## config.mk

```make
export PLATFORM = sky130hd
export DESIGN_NAME = qpsd_decoder
export DESIGN_NICKNAME = d
export VERILOG_FILES = /design/src/hdl/qpsd_decoder.v
export VERILOG_INCLUDE_DIRS = /design/src /design/src/hdl
export SDC_FILE = /design/constraint.sdc
export NUM_CORES = 1
export LEC_CHECK = 0
export BUFFER_PORTS_ARGS = -buffer_cell sky130_fd_sc_hd__clkbuf_2
export CAP_MARGIN = 20
export CORE_ASPECT_RATIO = 0.9
export CORE_MARGIN = 1.5
export CORE_UTILIZATION = 50
export DETAILED_ROUTE_END_ITERATION = 10
export GPL_ROUTABILITY_DRIVEN = 0
export GPL_TIMING_DRIVEN = 0
export HOLD_SLACK_MARGIN = 0.12
export PLACE_DENSITY_LB_ADDON = 0.3
export SKIP_CTS_REPAIR_TIMING = 1
export SYNTH_ARGS = -nofsm -noshare
export SYNTH_HDL_FRONTEND = slang
export SYNTH_SLANG_ARGS = --single-unit
```

## constraint.sdc

```tcl
create_clock -name ref_clk_in -period 4.65 [get_ports ref_clk_in]
set_input_delay 0.6975 -clock ref_clk_in [delete_from_list [all_inputs] [get_ports ref_clk_in]]
set_output_delay 0.6975 -clock ref_clk_in [all_outputs]
set_load 0.02 [all_outputs]
```

## src/hdl/qpsd_map.vh

```
// Constants for the quad potentiometer serial command decoder.
// Assumes a 100 ns system clock; all counts derive from that period.
`ifndef QPSD_MAP_VH
`define QPSD_MAP_VH

// ****************************************
// Clock and timing figures
// ****************************************
`define QPSD_CLK_PERIOD_NS      100
// Wiper settle after a command or after power-up, 5 us to 10 us.
`define QPSD_SETTLE_MIN_NS      5000
`define QPSD_SETTLE_MAX_NS      10000
// Cycle counts are the figures above over the clock period, written at
// the width of the counter that loads them so no load cuts bits.
// The settle count uses the minimum so the tap moves as early as allowed.
`define QPSD_SETTLE_CYC         8'h32
// Power-up wait before the host may read or write, 1 ms.
`define QPSD_POWERUP_WAIT_US    1000
`define QPSD_POWERUP_CYC        16'h2710
// Nonvolatile write time, at most 5 ms.
`define QPSD_NV_WRITE_US        5000
`define QPSD_NV_WRITE_CYC       16'hc350

// ****************************************
// Field positions
// ****************************************
`define QPSD_TYPE_MSB           7
`define QPSD_TYPE_LSB           4
`define QPSD_STRAP_MSB          1
`define QPSD_STRAP_LSB          0
`define QPSD_OPCODE_MSB         7
`define QPSD_OPCODE_LSB         4
`define QPSD_STORE_MSB          3
`define QPSD_STORE_LSB          2
`define QPSD_WIPER_MSB          1
`define QPSD_WIPER_LSB          0

// ****************************************
// Reset values
// ****************************************
`define QPSD_WIPER_RESET        8'h00

`endif

```

## src/hdl/qpsd_decoder.v

```verilog
// Serial command decoder for a quad digital potentiometer.
// Assumes the SPI pins and straps are asynchronous to ref_clk_in and
// that the data-phase logic on the same clock supplies wiper writes.
// Notes on behaviour
// - First byte after select is address; upper nibble must match type.
// - Address bits one and zero must equal the strap pins.
// - Second byte is instruction; upper four bits are the opcode.
// - Instruction bits three and two select stored setting zero to three.
// - Instruction bits one and zero select one of four wipers.
// - Wiper moves 5 to 10 us after its position register changes.
// - After power-up each wiper reaches restored position in 5-10 us.
// - A stored setting change completes within 5 ms.
// - Nonvolatile commit starts when select rises after a write.
// - Write-in-progress flag reads one while the commit runs.
// - At power-up each wiper register loads from stored setting zero.
`timescale 1ns/10ps
`include "qpsd_map.vh"

module qpsd_decoder #(
    // Arbitrary identifier value, not tied to any real part.
    parameter [3:0]  DEVICE_TYPE  = 4'ha,
    parameter [15:0] POWERUP_CYC  = `QPSD_POWERUP_CYC,
    parameter [15:0] NV_WRITE_CYC = `QPSD_NV_WRITE_CYC
) (
    // Clock, reset and enable.
    input  wire        ref_clk_in,
    input  wire        rst_in,
    input  wire        clk_en_in,
    // Serial link pins, asynchronous.
    input  wire        spi_sck_in,
    input  wire        spi_cs_n_in,
    input  wire        spi_si_in,
    input  wire [1:0]  strap_address_field_in,
    // Stored setting zero of each pot, pot n in bits 8n+7..8n.
    input  wire [31:0] stored_setting_zero_in,
    // Wiper writes from the data-phase logic.
    input  wire        wiper_write_in,
    input  wire [1:0]  wiper_write_sel_in,
    input  wire [7:0]  wiper_write_data_in,
    // A complete data-register write sequence has been received.
    input  wire        nv_write_seq_in,
    // Decoded command.
    output wire        cmd_valid_out,
    output reg  [3:0]  operation_code_field_out,
    output reg  [1:0]  store_select_out,
    output reg  [1:0]  wiper_select_out,
    output wire        data_phase_out,
    // Wiper registers and settled tap positions.
    output reg  [31:0] wiper_position_reg_out,
    output reg  [31:0] wiper_tap_out,
    output wire        wiper_settling_out,
    // Readiness and nonvolatile write status.
    output wire        powerup_ready_out,
    output wire        nv_commit_out,
    output wire        write_in_progress_flag_out
);

    localparam [2:0] ST_IDLE   = 3'h0;
    localparam [2:0] ST_ADDR   = 3'h1;
    localparam [2:0] ST_INSTR  = 3'h2;
    localparam [2:0] ST_DATA   = 3'h3;
    localparam [2:0] ST_IGNORE = 3'h4;
    localparam [7:0] SETTLE_CYC = `QPSD_SETTLE_CYC;

    // ****************************************
    // Input synchronisers
    // ****************************************
    reg  [4:0]  sync1;
    reg  [4:0]  sync2;
    reg         sck_prev;
    reg         cs_n_prev;
    wire        sck_s   = sync2[0];
    wire        cs_n_s  = sync2[1];
    wire        si_s    = sync2[2];
    wire [1:0]  strap_s = sync2[4:3];
    wire        sck_rise = sck_s & ~sck_prev;
    wire        cs_rise  = cs_n_s & ~cs_n_prev;

    // Reset values match the idle pins (select high, clock low), so no
    // false clock edge is seen on the first cycles after reset.
    always @(posedge ref_clk_in or posedge rst_in) begin
        if (rst_in) begin
            sync1     <= 5'h02;
            sync2     <= 5'h02;
            sck_prev  <= 1'b0;
            cs_n_prev <= 1'b1;
        end else if (clk_en_in) begin
            sync1     <= {strap_address_field_in, spi_si_in,
                          spi_cs_n_in, spi_sck_in};
            sync2     <= sync1;
            sck_prev  <= sck_s;
            cs_n_prev <= cs_n_s;
        end
    end

    // ****************************************
    // Command byte state machine
    // ****************************************
    reg  [2:0]  state;
    reg  [2:0]  bit_cnt;
    reg  [6:0]  shift;
    reg         cmd_pulse;
    wire [7:0]  byte_in = {shift, si_s};
    wire        byte_done = sck_rise && (bit_cnt == 3'h7);

    always @(posedge ref_clk_in or posedge rst_in) begin
        if (rst_in) begin
            state                    <= ST_IDLE;
            bit_cnt                  <= 3'h0;
            shift                    <= 7'h00;
            cmd_pulse                <= 1'b0;
            operation_code_field_out <= 4'h0;
            store_select_out         <= 2'h0;
            wiper_select_out         <= 2'h0;
        end else if (clk_en_in) begin
            cmd_pulse <= 1'b0;
            if (sck_rise) begin
                shift   <= byte_in[6:0];
                bit_cnt <= bit_cnt + 3'h1;
            end
            if (cs_n_s) begin
                state   <= ST_IDLE;
                bit_cnt <= 3'h0;
            end else begin
                case (state)
                    ST_IDLE: begin
                        state   <= ST_ADDR;
                        bit_cnt <= sck_rise ? 3'h1 : 3'h0;
                    end
                    ST_ADDR: begin
                        if (byte_done) begin
                            if (byte_in[`QPSD_TYPE_MSB:`QPSD_TYPE_LSB]
                                    == DEVICE_TYPE &&
                                byte_in[`QPSD_STRAP_MSB:`QPSD_STRAP_LSB]
                                    == strap_s)
                                state <= ST_INSTR;
                            else
                                state <= ST_IGNORE;
                        end
                    end
                    ST_INSTR: begin
                        if (byte_done) begin
                            state     <= ST_DATA;
                            cmd_pulse <= 1'b1;
                            operation_code_field_out <=
                                byte_in[`QPSD_OPCODE_MSB:`QPSD_OPCODE_LSB];
                            store_select_out <=
                                byte_in[`QPSD_STORE_MSB:`QPSD_STORE_LSB];
                            wiper_select_out <=
                                byte_in[`QPSD_WIPER_MSB:`QPSD_WIPER_LSB];
                        end
                    end
                    ST_DATA:   state <= ST_DATA;
                    ST_IGNORE: state <= ST_IGNORE;
                    default:   state <= ST_IDLE;
                endcase
            end
        end
    end

    assign cmd_valid_out  = cmd_pulse;
    assign data_phase_out = (state == ST_DATA);

    // ****************************************
    // Power-up readiness and wiper restore
    // ****************************************
    // The reset release stands in for supply stable; the stored values
    // are caught by a clocked load one cycle after release.
    reg  [15:0] pwr_cnt;
    reg         load_done;
    reg  [7:0]  settle_cnt;
    reg         settle_busy;
    wire [31:0] next_wiper;

    always @(posedge ref_clk_in or posedge rst_in) begin
        if (rst_in)
            pwr_cnt <= 16'h0000;
        else if (clk_en_in && pwr_cnt != POWERUP_CYC)
            pwr_cnt <= pwr_cnt + 16'h0001;
    end
    assign powerup_ready_out = (pwr_cnt == POWERUP_CYC);

    genvar gi;
    generate
        for (gi = 0; gi < 4; gi = gi + 1) begin : g_pot
            assign next_wiper[8*gi+7:8*gi] =
                !load_done ? stored_setting_zero_in[8*gi+7:8*gi] :
                (wiper_write_in && {30'h0, wiper_write_sel_in} == gi) ?
                    wiper_write_data_in :
                    wiper_position_reg_out[8*gi+7:8*gi];
        end
    endgenerate

    always @(posedge ref_clk_in or posedge rst_in) begin
        if (rst_in) begin
            load_done              <= 1'b0;
            wiper_position_reg_out <= {4{`QPSD_WIPER_RESET}};
            wiper_tap_out          <= {4{`QPSD_WIPER_RESET}};
            settle_cnt             <= 8'h00;
            settle_busy            <= 1'b0;
        end else if (clk_en_in) begin
            load_done              <= 1'b1;
            wiper_position_reg_out <= next_wiper;
            if (!load_done || wiper_write_in) begin
                settle_cnt  <= SETTLE_CYC;
                settle_busy <= 1'b1;
            end else if (settle_busy) begin
                if (settle_cnt == 8'h01) begin
                    settle_busy   <= 1'b0;
                    wiper_tap_out <= wiper_position_reg_out;
                end
                settle_cnt <= settle_cnt - 8'h01;
            end
        end
    end
    assign wiper_settling_out = settle_busy;

    // ****************************************
    // Nonvolatile commit timing
    // ****************************************
    // A write sequence only arms the commit; select rising starts it, so
    // a host that aborts mid-byte never triggers a cycle.
    reg         nv_armed;
    reg         nv_start;
    reg  [15:0] nv_cnt;

    always @(posedge ref_clk_in or posedge rst_in) begin
        if (rst_in) begin
            nv_armed <= 1'b0;
            nv_start <= 1'b0;
            nv_cnt   <= 16'h0000;
        end else if (clk_en_in) begin
            nv_start <= 1'b0;
            if (cs_rise && nv_armed) begin
                nv_armed <= 1'b0;
                nv_start <= 1'b1;
                nv_cnt   <= NV_WRITE_CYC;
            end else begin
                // Arming is refused once select is seen high, so a late
                // sequence flag cannot linger into the next frame.
                if (nv_write_seq_in && state == ST_DATA && !cs_n_s)
                    nv_armed <= 1'b1;
                if (nv_cnt != 16'h0000)
                    nv_cnt <= nv_cnt - 16'h0001;
            end
        end
    end

    assign nv_commit_out = nv_start;
    assign write_in_progress_flag_out = (nv_cnt != 16'h0000);

endmodule // qpsd_decoder

```

==> qor.yml <==
dieArea_um2: 13700
cp_slowest_stage_delay_ns: 0.52
crit_slowest_cell: "nor3b_1"
synth.cell_area_um2: 6510
status: "complete, no violations"
first_pass_iters: 5
fin_nets: 777
synthCells: 569
min_period_ns: 2.74
num_io_pins: 130
p_total_w: 0.00407
finClkSkew_ns: 0.00834
die-height_um: 111
worst-path-buf-inv: 2
r2r_end: "nv_cnt[5]"
routed_wl_mm: 15.5
cap_violations: 0
rsz0062_at_grt: "no"
diodes: 0
gr-total-overflow: 0
h-tree-depth: 4
antenna_found_initial: 0
clkLatencyLatePin_ns: 0.43
cp_max_fo: 6
portBuffers: 129
dr_total_vias: 4986
dp_hpwl_mm: 10.8
antenna_left: 0
area_growth_pct: 23.9
ys_seq_area_share_pct: 54.6
ys_ff_latch: 142
utilization_pct: 63.6
final.setup.tns_ns: 0
ir_drop_mv: 0.256
drt_iter0_drc: 406
min_path_type: "in -> async"
postSynthAreaPerCell_um2: 11.4
die_w_um: 123
grt_pass1_vias: 5024
final_cell_area_um2: 8070
cts_tree: "built"
start_util_pct: 51.3
clock-sinks: 142
reg2reg_from: "nv_cnt[0]"
synth_edf_count: 0
core-area_um2: 12700
cts_buffers: 17
grtUsageMet3_pct: 6.33
cts_root_buf: "clkbuf_16"
use_met1_pct: 31.4
grt_use_total_pct: 23.8
clkTransAtPathRegs_ns: 0.06
drive_gt1_share_pct: 32.4
synth_ff_type: "dfrtp_1"
final_cells: 895
drc_errors: 0
criticalPathCategory: "reg -> out"
top_usage_layer: "met2"
hold_viol: 0
grt_max_degree: 85
clock_path_buffers: 2
grt_pass1_wl_mm: 25.1
leakage_nw: 4.09
grt_use_met2_pct: 37.4
placed_area_um2: 7390
dp_cells: 863
routed_via_density: 5.57
post-route-period-util_pct: 59.0
async_flop_share_pct: 100
rows: 39
setup_viol: 0
path_delay_family: "simple AND/OR/NAND/NOR gates"
regToRegSetupSlack_ns: 2.53
startpoint_type: "flip-flop"
p_per_area_nw_per_um2: 505
slew_headroom_pct: 46.5
tightest_slew_ns: 0.795
syn_nets: 628
rr_worst_depth: 7
cp_data_required_time_ns: 3.95
yosysWarnings: 0
setup.worst_path.end_class: "output port"
crit_chain: "inv_1, ha_1, nor3b_1, nand2_1, clkbuf_2"
max_freq_ghz: 0.365
drv_slew: 0
arrival_ns: 2.04
wl_per_cell_um: 17.3
ys_types: 62
==> synth_stat cells (2+ instances only) <==
cell	number	area share, %
inv_1	13	0.75
buf_6	2	0.35
o31ai_1	5	0.58
xor2_1	3	0.40
a32o_1	2	0.31
nand4_1	8	0.77
a31oi_1	6	0.58
and4b_1	2	0.31
mux2_4	8	1.8
dfstp_2	3	1.2
mux2i_1	37	5.7
nand2_1	50	2.9
a21o_1	2	0.23
and3_1	4	0.38
nand2b_1	4	0.38
nand4b_1	2	0.27
nand3b_1	2	0.23
or4_1	4	0.46
a21oi_1	35	2.7
dfrtp_1	139	53
nor3_1	11	0.85
and4_1	4	0.54
clkbuf_1	14	0.81
nand4bb_1	2	0.35
nand3_1	10	0.77
nor2_1	34	2.0
buf_2	6	0.46
nor3b_1	5	0.58
nor4_1	4	0.38
and2_1	6	0.58
buf_1	4	0.23
or3_1	3	0.29
o2bb2ai_1	2	0.27
o21ai_0	36	2.8
mux2_2	47	8.1
nor4b_1	4	0.54
ha_1	7	1.3
xnor2_1	15	2.0
==> cell type report <==
cell class | instances | area (um2)
Multi-Input combinational cell | 388 | 2790
Tap cell | 164 | 205
Buffer | 26 | 120
Clock buffer | 21 | 460
Fill cell | 1009 | 4620
Sequential cell | 142 | 3560
Inverter | 13 | 53.8
Timing Repair Buffer | 130 | 673
Clock inverter | 11 | 213
==> state kept, by name (all words and copies together), names as in the netlist, 2 cells and up <==
name                      flops
wiper_select_out              2
bit_cnt                       3
state                         3
shift                         7
store_select_out              2
wiper_position_reg_out       32
operation_code_field_out      4
wiper_tap_out                32
sync1                         5
nv_cnt                       16
settle_cnt                    8
sync2                         5
pwr_cnt                      16
==> stage by stage <==
| step | hold slack, ns | worst slack (ns) |
|---|---|---|
| global route | 0.370 | 1.74 |
| finish | 0.325 | 1.91 |
| detailed placement | 0.464 | 2.13 |
| floorplan | 0.444 | 0.148 |
| global placement | 0.466 | -1.23 |
| CTS | 0.344 | 1.94 |
==> worst max-delay path by stage <==
stage / start / to / slack [ns] / cells past startpoint
global route: nv_cnt[1] / write_in_progress_flag_out / 1.74 / 5
finish: nv_cnt[0] / write_in_progress_flag_out / 1.91 / 5
global placement: rst_in / wiper_position_reg_out[19] / -1.23 / 2
detailed placement: clk_en_in / nv_cnt[2] / 2.13 / 7
floorplan: rst_in / bit_cnt[0] / 0.15 / 1
CTS: nv_cnt[0] / write_in_progress_flag_out / 1.94 / 5
==> per-layer routing <==
metal,vias to the layer above,share of wire (%)
met3,37,4.6
li1,2345,-
met4,0,2.5
met1,2477,44
met2,127,49
met5,-,0
==> report_power, final <==
group / internal (W) / leakage, nW / switching, W
clock network: 0.00103 / 0.319 / 0.000511
logic: 0.000336 / 1.96 / 0.000482
registers: 0.00148 / 1.80 / 0.000236
==> layout by cell type, fill, tap and decap left out, types with 6 or more instances in the layout <==
| cell type | n |
|---|---|
| mux2_4 | 8 |
| and2_1 | 6 |
| a21oi_1 | 35 |
| nand3_1 | 10 |
| nor2_1 | 34 |
| mux2i_1 | 37 |
| bufinv_16 | 6 |
| clkbuf_16 | 17 |
| clkbuf_2 | 129 |
| a31oi_1 | 6 |
| buf_2 | 6 |
| nand2_1 | 50 |
| nor3_1 | 11 |
| clkbuf_1 | 16 |
| xnor2_1 | 15 |
| mux2_2 | 47 |
| ha_1 | 7 |
| o21ai_0 | 36 |
| dfrtp_1 | 139 |
| nand4_1 | 8 |
| inv_1 | 12 |
==> worst register-to-register path, cell delays in order (launching register included) <==
cell and delay [ns]:
dfrtp_1 0.43, inv_1 0.08, ha_1 0.21, nor3b_1 0.52, and3_1 0.24, clkbuf_1 0.25, a211oi_1 0.14, mux2i_1 0.13
==> kinds of logic after synthesis <==
kind of cell	Yosys count	synth area share, %
fa+ha+maj	7	1.35
xor+xnor	18	2.42
compound gates	101	9.17
flops	142	54.6
buf+inv	39	2.59
simple gates	170	14.2
mux	92	15.7
(Power assumes the default switching activity.)
